$ cat config.mk
export PLATFORM = sky130hd
export DESIGN_NAME = pcfc_regs
export DESIGN_NICKNAME = d
export VERILOG_FILES = /design/src/pcfc_pkg.sv /design/src/pcfc_regs.sv /design/src/pcfc_sync2.sv /design/src/pcfc_sat_counter.sv
export SDC_FILE = /design/constraint.sdc
export NUM_CORES = 1
export LEC_CHECK = 0
export BUFFER_PORTS_ARGS = -buffer_cell sky130_fd_sc_hd__buf_2
export CORE_UTILIZATION = 60
export CTS_CLUSTER_SIZE = 10
export DETAILED_ROUTE_END_ITERATION = 8
export HOLD_SLACK_MARGIN = 0.1
export PLACE_DENSITY = 0.8
export REMOVE_ABC_BUFFERS = 1
export SLEW_MARGIN = 5
export SYNTH_ARGS = -nofsm -noshare
export SYNTH_HDL_FRONTEND = slang
export SYNTH_SLANG_ARGS = --single-unit
export TNS_END_PERCENT = 1
$ cat constraint.sdc
create_clock -name sys_clk_i -period 2.81 [get_ports sys_clk_i]
set_input_delay 0.1405 -clock sys_clk_i [delete_from_list [all_inputs] [get_ports sys_clk_i]]
set_output_delay 0.1405 -clock sys_clk_i [all_outputs]
set_load 0.01 [all_outputs]
$ cat src/pcfc_pkg.sv
// constants for the phy configuration and fail counter register slice
package pcfc_pkg;
  // register addresses inside each port block
  localparam logic [4:0] PCFC_REG_FAULT_CNT = 5'h1A;
  localparam logic [4:0] PCFC_REG_COMMON_CFG = 5'h1B;
  localparam logic [4:0] PCFC_REG_CFG_THREE = 5'h1C;
  // management addresses of the two port blocks
  localparam logic [4:0] PCFC_PHYAD_PORT_ZERO = 5'h04;
  localparam logic [4:0] PCFC_PHYAD_PORT_ONE = 5'h05;
  // field positions, common configuration
  localparam int PCFC_AUTO_BIT = 15;
  localparam int PCFC_HOOKUP_BIT = 14;
  localparam int PCFC_CLKMODE_LSB = 12;
  localparam int PCFC_SUPPLY_BIT = 11;
  localparam int PCFC_CLKDRV_BIT = 10;
  localparam int PCFC_CLKHOLD_BIT = 9;
  localparam int PCFC_WAKETIM_LSB = 7;
  localparam int PCFC_WAKECFG_BIT = 6;
  localparam int PCFC_INHCFG_BIT = 5;
  // field positions, configuration three
  localparam int PCFC_POL_BIT = 2;
  localparam int PCFC_SLEEP_BIT = 1;
  localparam int PCFC_EN_BIT = 0;
  // values after reset of fields not taken from straps, and the counter ceiling
  localparam logic PCFC_CLKDRV_RST = 1'b0;
  localparam logic PCFC_CLKHOLD_RST = 1'b0;
  localparam logic [1:0] PCFC_WAKETIM_RST = 2'h0;
  localparam logic PCFC_WAKECFG_RST = 1'b1;
  localparam logic PCFC_INHCFG_RST = 1'b0;
  localparam logic PCFC_POL_RST = 1'b0;
  localparam logic [7:0] PCFC_CNT_RST = 8'h00;
  localparam logic [7:0] PCFC_CNT_MAX = 8'hFF;
  // management frame layout
  localparam logic [5:0] PCFC_PRE_LEN = 6'h20;
  localparam logic [1:0] PCFC_FRAME_START = 2'h1;
  localparam logic [1:0] PCFC_OP_READ = 2'h2;
  localparam logic [1:0] PCFC_OP_WRITE = 2'h1;
  localparam logic [3:0] PCFC_HDR_LAST = 4'hD;
  localparam logic [3:0] PCFC_DATA_LAST = 4'hF;
  // frame receiver states
  typedef enum logic [4:0] {
    PCFC_ST_PRE = 5'h01,
    PCFC_ST_HDR = 5'h02,
    PCFC_ST_TA = 5'h04,
    PCFC_ST_RD = 5'h08,
    PCFC_ST_WR = 5'h10
  } pcfc_state_t;
endpackage : pcfc_pkg

$ cat src/pcfc_regs.sv
// management register slice: fault counters and device configuration
// Functional notes
// (RL1) local fault events count in upper byte
// (RL2) remote fault events count in lower byte
// (RL3) counters stick at maximum, never wrap
// (RL4) reading counter register returns then clears counts
// (RL5) link control disable keeps counter values
// (RL6) strap pins give reset values of fields
// (RL7) hookup bit joins ports internally or externally
// (RL8) clock mode field picks clock source
// (RL9) supply bit picks internal or external core
// (RL10) clock drive bit reduces output strength
// (RL11) clock hold keeps clocks until forced sleep
// (RL12) wake timer field sets wake filter time
// (RL13) inhibit bit keeps inhibit on when disabled
// (RL14) common register only in port zero block
// (RL15) polarity bit swaps line pins of ports
// (RL16) forced sleep write sleeps both ports, self-clears
// (RL17) port one forced sleep reads zero
// (RL18) latched events hold until read clears
// (RL19) event during clearing read is still counted
// (RL20) reserved bits read zero, writes ignored
`timescale 1ns/1ps
module pcfc_regs
  import pcfc_pkg::*;
(
  // clock and reset
  input wire logic sys_clk_i,
  input wire logic rst_i,
  // serial management pins
  input wire logic mdc_i,
  input wire logic mdio_i,
  output logic mdio_o,
  output logic mdio_oe_o,
  // strap pins, sampled after reset
  input wire logic strap_autonomous_i,
  input wire logic strap_hookup_i,
  input wire logic [1:0] strap_clk_mode_i,
  input wire logic strap_core_supply_i,
  input wire logic [1:0] strap_port_enable_i,
  // receiver fault events per port, one-cycle pulses
  input wire logic [1:0] local_fault_i,
  input wire logic [1:0] remote_fault_i,
  input wire logic link_control_en_i,
  // power state inputs
  input wire logic [1:0] clk_needed_i,
  input wire logic system_wake_i,
  input wire logic disable_mode_i,
  input wire logic inhibit_request_i,
  // configuration outputs
  output logic autonomous_select_o,
  output logic port_hookup_o,
  output logic [1:0] clk_mode_o,
  output logic core_supply_sel_o,
  output logic clk_drive_reduced_o,
  output logic clk_hold_o,
  output logic [1:0] wake_filter_time_o,
  output logic wake_ratiometric_o,
  output logic inhibit_in_disable_o,
  output logic line_polarity_swap_o,
  output logic [1:0] port_enable_o,
  // power control outputs
  output logic force_sleep_o,
  output logic sleep_commanded_o,
  output logic clock_run_o,
  output logic inhibit_output_o,
  // counters, for observation
  output logic [7:0] local_fault_count_o [2],
  output logic [7:0] remote_fault_count_o [2]
);
  logic mdc_s, mdio_s, mdc_prev_q, mdc_rise;
  logic [6:0] strap_s;
  logic strap_pend_q, is_read_q, port_sel_q;
  pcfc_state_t state_q;
  logic [3:0] bit_cnt_q;
  logic [5:0] ones_q;
  logic [12:0] hdr_q;
  logic [13:0] hdr_full;
  logic [4:0] reg_q;
  logic [15:0] shift_q, rd_data, wr_data;
  logic wr_commit, rd_latch, hdr_match, hdr_port;
  logic [1:0] cnt_clr;

  // pins cross into the clock domain before any use
  pcfc_sync2 #(.WIDTH(2)) u_sync_mgmt (
    .sys_clk_i(sys_clk_i),
    .async_i({mdc_i, mdio_i}),
    .sync_o({mdc_s, mdio_s})
  );

  pcfc_sync2 #(.WIDTH(7)) u_sync_strap (
    .sys_clk_i(sys_clk_i),
    .async_i({strap_autonomous_i, strap_hookup_i, strap_clk_mode_i,
              strap_core_supply_i, strap_port_enable_i}),
    .sync_o(strap_s)
  );

  // mdc edge found on the settled copy only
  always_ff @(posedge sys_clk_i) begin
    if (rst_i) begin
      mdc_prev_q <= 1'b0;
    end else begin
      mdc_prev_q <= mdc_s;
    end
  end
  assign mdc_rise = mdc_s && !mdc_prev_q;

  // header decode of the fourteen start, op, address bits
  assign hdr_full = {hdr_q, mdio_s};
  assign hdr_port = (hdr_full[9:5] == PCFC_PHYAD_PORT_ONE);
  assign hdr_match = (hdr_full[13:12] == PCFC_FRAME_START) &&
                     (hdr_full[11:10] == PCFC_OP_READ || hdr_full[11:10] == PCFC_OP_WRITE) &&
                     (hdr_full[9:5] == PCFC_PHYAD_PORT_ZERO || hdr_port);

  // frame receiver; unmatched frames fall back to preamble hunt
  always_ff @(posedge sys_clk_i) begin
    if (rst_i) begin
      state_q <= PCFC_ST_PRE;
      bit_cnt_q <= 4'h0;
      ones_q <= 6'h00;
      hdr_q <= 13'h0000;
      is_read_q <= 1'b0;
      port_sel_q <= 1'b0;
      reg_q <= 5'h00;
    end else if (mdc_rise) begin
      case (state_q)
        PCFC_ST_PRE: begin
          if (mdio_s) begin
            ones_q <= (ones_q == PCFC_PRE_LEN) ? ones_q : ones_q + 6'h01;
          end else begin
            ones_q <= 6'h00;
            if (ones_q == PCFC_PRE_LEN) begin
              state_q <= PCFC_ST_HDR;
              hdr_q <= 13'h0000;
              bit_cnt_q <= 4'h1;
            end
          end
        end
        PCFC_ST_HDR: begin
          hdr_q <= hdr_full[12:0];
          bit_cnt_q <= bit_cnt_q + 4'h1;
          if (bit_cnt_q == PCFC_HDR_LAST) begin
            state_q <= hdr_match ? PCFC_ST_TA : PCFC_ST_PRE;
            is_read_q <= (hdr_full[11:10] == PCFC_OP_READ);
            port_sel_q <= hdr_port;
            reg_q <= hdr_full[4:0];
            bit_cnt_q <= 4'h0;
          end
        end
        PCFC_ST_TA: begin
          bit_cnt_q <= bit_cnt_q + 4'h1;
          if (bit_cnt_q == 4'h1) begin
            state_q <= is_read_q ? PCFC_ST_RD : PCFC_ST_WR;
            bit_cnt_q <= 4'h0;
          end
        end
        PCFC_ST_RD, PCFC_ST_WR: begin
          bit_cnt_q <= bit_cnt_q + 4'h1;
          if (bit_cnt_q == PCFC_DATA_LAST) begin
            state_q <= PCFC_ST_PRE;
            bit_cnt_q <= 4'h0;
          end
        end
        default: state_q <= PCFC_ST_PRE;
      endcase
    end
  end

  // read data latched at end of turnaround
  assign rd_latch = mdc_rise && state_q == PCFC_ST_TA && bit_cnt_q == 4'h1 && is_read_q;
  assign wr_commit = mdc_rise && state_q == PCFC_ST_WR && bit_cnt_q == PCFC_DATA_LAST;
  assign wr_data = {shift_q[14:0], mdio_s};

  // data shifter and pin drive; device drives from second turnaround bit
  always_ff @(posedge sys_clk_i) begin
    if (rst_i) begin
      shift_q <= 16'h0000;
      mdio_o <= 1'b0;
      mdio_oe_o <= 1'b0;
    end else if (mdc_rise) begin
      if (state_q == PCFC_ST_TA && bit_cnt_q == 4'h0 && is_read_q) begin
        mdio_o <= 1'b0;
        mdio_oe_o <= 1'b1;
      end else if (rd_latch) begin
        shift_q <= rd_data;
        mdio_o <= rd_data[15];
      end else if (state_q == PCFC_ST_RD) begin
        shift_q <= {shift_q[14:0], 1'b0};
        mdio_o <= shift_q[14];
        mdio_oe_o <= (bit_cnt_q != PCFC_DATA_LAST);
      end else if (state_q == PCFC_ST_WR) begin
        shift_q <= wr_data;
      end
    end
  end

  // read mux per port block; reserved and unmapped bits are zero
  always_comb begin
    rd_data = 16'h0000; // RL20
    case (reg_q)
      PCFC_REG_FAULT_CNT: begin
        rd_data = {local_fault_count_o[port_sel_q], remote_fault_count_o[port_sel_q]};
      end
      PCFC_REG_COMMON_CFG: begin
        if (!port_sel_q) begin // RL14
          rd_data[PCFC_AUTO_BIT] = autonomous_select_o;
          rd_data[PCFC_HOOKUP_BIT] = port_hookup_o;
          rd_data[PCFC_CLKMODE_LSB +: 2] = clk_mode_o;
          rd_data[PCFC_SUPPLY_BIT] = core_supply_sel_o;
          rd_data[PCFC_CLKDRV_BIT] = clk_drive_reduced_o;
          rd_data[PCFC_CLKHOLD_BIT] = clk_hold_o;
          rd_data[PCFC_WAKETIM_LSB +: 2] = wake_filter_time_o;
          rd_data[PCFC_WAKECFG_BIT] = wake_ratiometric_o;
          rd_data[PCFC_INHCFG_BIT] = inhibit_in_disable_o;
        end
      end
      PCFC_REG_CFG_THREE: begin
        // self-clearing sleep bit always reads zero in both blocks
        rd_data[PCFC_SLEEP_BIT] = 1'b0; // RL17
        rd_data[PCFC_POL_BIT] = line_polarity_swap_o;
        rd_data[PCFC_EN_BIT] = port_enable_o[port_sel_q];
      end
      default: rd_data = 16'h0000;
    endcase
  end

  // clear-on-read pulse for the addressed block only
  assign cnt_clr[0] = rd_latch && reg_q == PCFC_REG_FAULT_CNT && !port_sel_q;
  assign cnt_clr[1] = rd_latch && reg_q == PCFC_REG_FAULT_CNT && port_sel_q;

  // counts survive link control disable; a read or reset are the only clears
  for (genvar p = 0; p < 2; p++) begin : g_port
    pcfc_sat_counter u_local (
      .sys_clk_i(sys_clk_i),
      .rst_i(rst_i),
      .inc_i(local_fault_i[p]),
      .clr_i(cnt_clr[p]),
      .count_o(local_fault_count_o[p])
    ); // RL1 RL18
    pcfc_sat_counter u_remote (
      .sys_clk_i(sys_clk_i),
      .rst_i(rst_i),
      .inc_i(remote_fault_i[p]),
      .clr_i(cnt_clr[p]),
      .count_o(remote_fault_count_o[p])
    ); // RL2
  end

  // strap capture one edge after release, once the synchroniser is settled
  always_ff @(posedge sys_clk_i) begin
    if (rst_i) begin
      strap_pend_q <= 1'b1;
    end else begin
      strap_pend_q <= 1'b0;
    end
  end

  // configuration fields; writes to port one common block are dropped
  always_ff @(posedge sys_clk_i) begin
    if (rst_i) begin
      autonomous_select_o <= 1'b0;
      port_hookup_o <= 1'b0;
      clk_mode_o <= 2'h0;
      core_supply_sel_o <= 1'b0;
      port_enable_o <= 2'h0;
      clk_drive_reduced_o <= PCFC_CLKDRV_RST; // RL10
      clk_hold_o <= PCFC_CLKHOLD_RST;
      wake_filter_time_o <= PCFC_WAKETIM_RST; // RL12
      wake_ratiometric_o <= PCFC_WAKECFG_RST;
      inhibit_in_disable_o <= PCFC_INHCFG_RST;
      line_polarity_swap_o <= PCFC_POL_RST; // RL15
    end else if (strap_pend_q) begin
      {autonomous_select_o, port_hookup_o, clk_mode_o,
       core_supply_sel_o, port_enable_o} <= strap_s; // RL6
    end else if (wr_commit) begin
      if (reg_q == PCFC_REG_COMMON_CFG && !port_sel_q) begin // RL14
        autonomous_select_o <= wr_data[PCFC_AUTO_BIT];
        port_hookup_o <= wr_data[PCFC_HOOKUP_BIT]; // RL7
        clk_mode_o <= wr_data[PCFC_CLKMODE_LSB +: 2]; // RL8
        core_supply_sel_o <= wr_data[PCFC_SUPPLY_BIT]; // RL9
        clk_drive_reduced_o <= wr_data[PCFC_CLKDRV_BIT];
        clk_hold_o <= wr_data[PCFC_CLKHOLD_BIT];
        wake_filter_time_o <= wr_data[PCFC_WAKETIM_LSB +: 2];
        wake_ratiometric_o <= wr_data[PCFC_WAKECFG_BIT];
        inhibit_in_disable_o <= wr_data[PCFC_INHCFG_BIT];
      end
      if (reg_q == PCFC_REG_CFG_THREE) begin
        line_polarity_swap_o <= wr_data[PCFC_POL_BIT]; // RL15
        port_enable_o[port_sel_q] <= wr_data[PCFC_EN_BIT];
      end
    end
  end

  // forced sleep exists only in port zero; pulse plus sticky request
  always_ff @(posedge sys_clk_i) begin
    if (rst_i) begin
      force_sleep_o <= 1'b0;
      sleep_commanded_o <= 1'b0;
    end else begin
      force_sleep_o <= wr_commit && reg_q == PCFC_REG_CFG_THREE && !port_sel_q &&
                       wr_data[PCFC_SLEEP_BIT]; // RL16
      if (force_sleep_o) begin
        sleep_commanded_o <= 1'b1; // RL16
      end else if (system_wake_i) begin
        sleep_commanded_o <= 1'b0;
      end
    end
  end

  // clock gating and inhibit drive; hold trades power for clock availability
  always_ff @(posedge sys_clk_i) begin
    if (rst_i) begin
      clock_run_o <= 1'b1;
      inhibit_output_o <= 1'b0;
    end else begin
      clock_run_o <= clk_hold_o ? !sleep_commanded_o : |clk_needed_i; // RL11
      inhibit_output_o <= disable_mode_i ? inhibit_in_disable_o : inhibit_request_i; // RL13
    end
  end

  chk_port_one_cfg: assert property (@(posedge sys_clk_i) disable iff (rst_i) // RL14
    (port_sel_q && reg_q == PCFC_REG_COMMON_CFG) |-> rd_data == 16'h0000)
    else $error("port one common register not zero");
  chk_sleep_reads_zero: assert property (@(posedge sys_clk_i) disable iff (rst_i) // RL17
    (reg_q == PCFC_REG_CFG_THREE) |-> rd_data[15:3] == 13'h0000 && !rd_data[1])
    else $error("sleep or reserved bit read nonzero");
  chk_reserved_cfg: assert property (@(posedge sys_clk_i) disable iff (rst_i) // RL20
    (reg_q == PCFC_REG_COMMON_CFG) |-> rd_data[4:0] == 5'h00)
    else $error("reserved common bits nonzero");
  chk_sleep_pulse: assert property (@(posedge sys_clk_i) disable iff (rst_i) // RL16
    force_sleep_o |=> !force_sleep_o && sleep_commanded_o)
    else $error("forced sleep not self-clearing");
  chk_inhibit_mode: assert property (@(posedge sys_clk_i) disable iff (rst_i) // RL13
    disable_mode_i |=> inhibit_output_o == $past(inhibit_in_disable_o))
    else $error("inhibit wrong in disable mode");
  chk_clock_hold: assert property (@(posedge sys_clk_i) disable iff (rst_i) // RL11
    (!clk_hold_o && clk_needed_i == 2'h0) |=> !clock_run_o)
    else $error("clock kept running while unneeded");
  chk_hookup_write: assert property (@(posedge sys_clk_i) disable iff (rst_i) // RL7
    (wr_commit && reg_q == PCFC_REG_COMMON_CFG && !port_sel_q)
      |=> port_hookup_o == $past(wr_data[PCFC_HOOKUP_BIT]))
    else $error("hookup bit not written");
  chk_count_clear: assert property (@(posedge sys_clk_i) disable iff (rst_i) // RL4
    (cnt_clr[0] && !local_fault_i[0]) |=> local_fault_count_o[0] == PCFC_CNT_RST)
    else $error("read did not clear local count");
  chk_keep_link_off: assert property (@(posedge sys_clk_i) disable iff (rst_i) // RL5
    (!link_control_en_i && !cnt_clr[1] && !remote_fault_i[1])
      |=> $stable(remote_fault_count_o[1]))
    else $error("count changed while link control off");
endmodule : pcfc_regs

$ cat src/pcfc_sync2.sv
// two-stage synchroniser for pin inputs
`timescale 1ns/1ps
module pcfc_sync2 #(
  parameter int WIDTH = 1
) (
  // clock
  input wire logic sys_clk_i,
  // asynchronous side and synchronised side
  input wire logic [WIDTH-1:0] async_i,
  output logic [WIDTH-1:0] sync_o
);
  logic [WIDTH-1:0] meta_q;

  // first stage feeds only the second
  always_ff @(posedge sys_clk_i) begin
    meta_q <= async_i;
    sync_o <= meta_q;
  end
endmodule : pcfc_sync2

$ cat src/pcfc_sat_counter.sv
// saturating clear-on-read fault counter
`timescale 1ns/1ps
module pcfc_sat_counter
  import pcfc_pkg::*;
(
  // clock and reset
  input wire logic sys_clk_i,
  input wire logic rst_i,
  // events and clear
  input wire logic inc_i,
  input wire logic clr_i,
  // count
  output logic [7:0] count_o
);
  logic [7:0] base;

  // clear first, so an event in the clearing cycle still counts
  always_comb begin
    base = clr_i ? PCFC_CNT_RST : count_o; // RL4 RL19
  end

  // counter state; link control has no say here
  always_ff @(posedge sys_clk_i) begin
    if (rst_i) begin
      count_o <= PCFC_CNT_RST; // RL5
    end else if (inc_i && base != PCFC_CNT_MAX) begin
      count_o <= base + 8'h01; // RL1 RL2
    end else begin
      count_o <= base; // RL3
    end
  end

  chk_sat_hold: assert property (@(posedge sys_clk_i) disable iff (rst_i) // RL3
    (count_o == PCFC_CNT_MAX && !clr_i) |=> count_o == PCFC_CNT_MAX)
    else $error("counter left saturation without clear");
  chk_clear_read: assert property (@(posedge sys_clk_i) disable iff (rst_i) // RL4
    (clr_i && !inc_i) |=> count_o == PCFC_CNT_RST)
    else $error("counter not cleared by read");
  chk_clear_inc: assert property (@(posedge sys_clk_i) disable iff (rst_i) // RL19
    (clr_i && inc_i) |=> count_o == 8'h01)
    else $error("event lost at clearing read");
  chk_count_step: assert property (@(posedge sys_clk_i) disable iff (rst_i) // RL1
    (inc_i && !clr_i && count_o != PCFC_CNT_MAX) |=> count_o == $past(count_o) + 8'h01)
    else $error("counter did not step on event");
endmodule : pcfc_sat_counter

==> summary.md <==
| Metric | Value |
|---|---|
| Shortest period the worst path allows | around 2.3 ns |
| Critical Path, Cell by Cell | inv_1 > ha_1 > nor3b_1 > and4_1 > nand3_1 > nand2_1 > nor3_1 |
| Worst-path cell with the longest stage delay | sky130_fd_sc_hd__nand2_1 |
| Fraction of power spent switching nets | 0.238 |
| Final count of pins violating max slew | 0 |
| Mapped Avg Cell Area | slightly below 9 um2 |
| Final-layout setup total negative slack | 0 ns |
| Critical path launch point | bit_cnt_q[1]$_SDFFE_PP0P_ |
| Number of global-route vias before repair | about 4400 |
| Detailed placement HPWL | between 8000 and 9000 um |
| Portion of total power attributed to sequential cells | 0.461 |
| Number of storage elements in the synthesis netlist | approximately 120 |
| Yosys top cell area share | 0.456 |
| Gpl congestion | roughly 0.84 |
| Final setup skew | around 0.0084 ns |
| Pwr/cell area | 604 nW/um2 |
| RSZ-0062 raised after global routing | false |
| Worst hold path cell count | 2 |
| Worst hold start | mdio_i |
| Post-synthesis cell type with the largest combined area | sky130_fd_sc_hd__dfxtp_1 |
| Clock network latency to the later pin of the worst-skew pair | ~0.53 ns |
| Combinational power share | 0.041 |
| Root buffer cell | sky130_fd_sc_hd__clkbuf_8 |
| Depth of the CTS H-tree | 4 |
| Layout Area Growth over Synthesis | 20.6% |
| Net load switching power | 0.928 mW |
| Synth warn | 0 |
| Status | completed |
| Post-CTS repair timing setup buffer count | 0 |
| Count of flip-flops with a built-in enable after synthesis | 0 |
| Class of the tightest hold or removal check | in -> reg |
| Sink count of the clock tree | around 120 |
| Post_cts resized | 0 |
| FFs w/ async S/R, synth | 0 |
| Register clock-pin slew on the reported worst setup and hold paths | roughly 0.060 ns |
| Initial core utilization | 0.617 |
| Crit path DAT | 2.74 ns |
| Start of the worst register-to-register path | bit_cnt_q[1]$_SDFFE_PP0P_ |
| Setup slack, reg-to-reg | ~0.47 ns |
| Net count reported at finish | ~710 |
| Largest driver fanout on the critical path | 14 |
| Depth of the worst register-to-register path | 7 |
| Register area share after synthesis | 0.456 |
| Iteration-0 DRC count of the detailed router | between 400 and 500 |
| Syn Inst Count | 599 |
| Clk buf depth | 2 |
| Ant diodes | 0 |
| Pin count of the biggest net entering global routing | between 50 and 60 |
| I/O pin count | 73 |
| Number of nets with antenna violations after routing | 0 |
| Clock tree from TritonCTS | done |
| Portion of the clock cycle consumed by the worst path in the final layout | 0.834 |
| Antenna violations before repair | 0 |
| Count of distinct cell types in the synthesized netlist | 67 |
| GR Util All Layers | 0.300 |
| First drt pass iteration count | 6 |
| DRC violation count after routing | 0 |
| Number of violations of the max-capacitance limit | 0 |
| Crit path capture type | flip-flop |
| Number of buffers added by the clock tree synthesis step | 17 |
| Number of placed instances with taps included | 751 |
| Hold EP | u_sync_mgmt.meta_q[0]$_DFF_P_ |
| Reg-to-Reg End | g_port[0].u_remote.count_o[6]$_SDFF_PP0_ |
| Overall via count from detail_route | about 5000 |
| Internal | between 2 and 3 mW |
| Worst EP required | approximately 3.2 ns |
| Final setup vio count | 0 |
| Area of the mapped netlist | 5350 um2 |
| Die ar. | a little over 9000 um2 |
| Crit path kind | reg -> reg |
| Wire length of the first global-routing pass | 21000 um |
| Maximum resistive drop on vdd | 0.456 mV |
| Drt total wl | around 13000 um |
| Predominant post-synthesis flop cell | sky130_fd_sc_hd__dfxtp_1 |
| Count of input and output buffers | 71 |
| Core Footprint | just under 9000 um2 |
| Rel. slew slack | 0.522 |
| Routed wire length per instance | 16.7 um |
| Hold-fix buffer count after cts | 20 |
| Share of total power in the clock network | 0.498 |
| Leakage power | 2.47 nW |
| Die width | 96.4 um |
| Actual slew at the worst max-slew pin | 0.716 ns |
| Via-per-instance ratio | ~6.1 |
| Category of the worst setup path launch point | flip-flop |
| Number of endpoints with negative hold slack in the final report | 0 |
| Slowest stage delay, CP | approximately 0.48 ns |
| Non-filler instance count after layout | approximately 800 |
| Overflow after GRT | 0 |
| Most area-consuming cells after synthesis | sky130_fd_sc_hd__dfxtp_1 46%, sky130_fd_sc_hd__nor2_1 5.8%, sky130_fd_sc_hd__mux2i_1 4.9% |
| FMAX | roughly 430 MHz |
| Pwr Total | about 3.9 mW |
| Die height | roughly 96 um |
| Total number of placement rows | 34 |
| Layout cell share with drive strength beyond 1 | 0.184 |
-- layout by cell type (no fill, tap or decap), types with 3 or more instances in the layout --
master,n
sky130_fd_sc_hd__nor2b_1,8
sky130_fd_sc_hd__clkbuf_8,3
sky130_fd_sc_hd__dlygate4sd3_1,20
sky130_fd_sc_hd__xnor2_1,6
sky130_fd_sc_hd__and3_1,11
sky130_fd_sc_hd__clkinvlp_4,5
sky130_fd_sc_hd__a31oi_1,6
sky130_fd_sc_hd__dfxtp_1,122
sky130_fd_sc_hd__mux2i_1,26
sky130_fd_sc_hd__nand2_1,43
sky130_fd_sc_hd__ha_1,6
sky130_fd_sc_hd__inv_1,14
sky130_fd_sc_hd__buf_4,6
sky130_fd_sc_hd__nor3b_1,3
sky130_fd_sc_hd__nor3_1,17
sky130_fd_sc_hd__a311oi_1,11
sky130_fd_sc_hd__and4_1,4
sky130_fd_sc_hd__nand3_1,24
sky130_fd_sc_hd__nand3b_1,4
sky130_fd_sc_hd__nand4_1,12
sky130_fd_sc_hd__nor2_1,82
sky130_fd_sc_hd__o211ai_1,3
sky130_fd_sc_hd__a22oi_1,14
sky130_fd_sc_hd__clkbuf_16,16
sky130_fd_sc_hd__a221oi_1,9
sky130_fd_sc_hd__xor2_1,9
sky130_fd_sc_hd__a211oi_1,11
sky130_fd_sc_hd__buf_2,71
sky130_fd_sc_hd__inv_6,3
sky130_fd_sc_hd__o21ai_0,40
sky130_fd_sc_hd__a21oi_1,36
-- critical path, delay by kind of cell (launching register included) --
family / cells / cell delay (ns)
AND/OR/NAND/NOR: 5 / 1.62
adder cells (fa/ha/maj): 1 / 0.17
buffers and inverters: 1 / 0.10
flip-flops: 1 / 0.32
-- power by group through the flow --
stage          Combinational (mW)  Clock, mW  Sequential, mW
2_1_floorplan              0.0617          0            1.83
3_3_place_gp                0.132          0            1.83
3_5_place_dp                0.136          0            1.83
4_1_cts                     0.159       1.95            1.80
5_1_grt                     0.177       2.04            1.80
6_report                    0.160       1.94            1.80
-- final cells by class --
class                   count  area (um2)
clock buffers              20         445
clock inverters            12        91.3
fillers                   604        2220
inverters                  14        52.6
multi-input cells         430        2690
flip-flops and latches    122        2440
well taps                 108         135
repair buffers             97         601
-- Yosys cell counts, drive strengths merged (2+ instances only) --
cell    instances
nor3           19
o211ai          4
a31oi           6
buf            16
nor2b           8
or4             3
o21ai          40
mux2i          26
a21oi          36
nand3b          4
a311oi         12
inv            14
nand3          24
nor3b           4
nor4b           2
and2            2
nor4            2
o221ai          2
and4            4
o31ai           2
clkbuf         17
a211oi         13
ha              6
nand2          43
a221oi          9
dfxtp         122
xnor2           6
nor2           84
xor2            9
nand4          13
a22oi          14
and3           11
nand2b          3
-- state kept, by name (all words and copies together) (netlist names), 2 cells and up --
name and cells:
reg_q 5, u_sync_mgmt.sync_o 2, hdr_q 13, u_sync_strap.sync_o 7
shift_q 15, port_enable_o 2, ones_q 6, g_port.u_local.count_o 16
u_sync_strap.meta_q 7, wake_filter_time_o 2, u_sync_mgmt.meta_q 2, clk_mode_o 2
bit_cnt_q 4, g_port.u_remote.count_o 16, state_q 5
-- layer usage --
layer  global-route usage  vias to the layer above  part of all wire
met5                    0                        -                 0
met4                0.107                        0             0.018
met3               0.0845                       29             0.071
met2                0.460                      209              0.46
met1                0.403                     2343              0.45
li1                     -                     2351                 -
-- worst max-delay path by stage --
stage / end / slack, ns / cells after the start
finish: g_port[0].u_remote.count_o[6]$_SDFF_PP0_ / 0.47 / 7
global route: g_port[0].u_remote.count_o[6]$_SDFF_PP0_ / 0.27 / 7
CTS: g_port[0].u_remote.count_o[6]$_SDFF_PP0_ / 0.48 / 7
detailed placement: g_port[0].u_remote.count_o[6]$_SDFF_PP0_ / 0.51 / 7
global placement: g_port[0].u_local.count_o[1]$_SDFF_PP0_ / 0.58 / 7
floorplan: shift_q[11]$_SDFFE_PP0P_ / 0.49 / 5
-- metrics by stage --
stage / hold slack, ns / instance area, um2 / worst slack [ns] / util
2_1_floorplan: 0.168 / 5180 / 0.486 / -
3_3_place_gp: 0.243 / 5720 / 0.576 / 0.659
3_5_place_dp: 0.244 / 5720 / 0.507 / 0.659
4_1_cts: 0.237 / 6460 / 0.483 / 0.744
5_1_grt: 0.251 / 6460 / 0.274 / 0.744
6_report: 0.254 / 6460 / 0.465 / 0.744
-- logic make-up after synthesis --
logic type,Yosys count,share of synthesized area
simple gates,234,0.228
compound gates,148,0.185
flops,122,0.456
buf+inv,47,0.0412
mux,27,0.0507
xor+xnor,15,0.0246
fa+ha+maj,6,0.0140
Note: power is estimated with default switching activity, not from simulation.
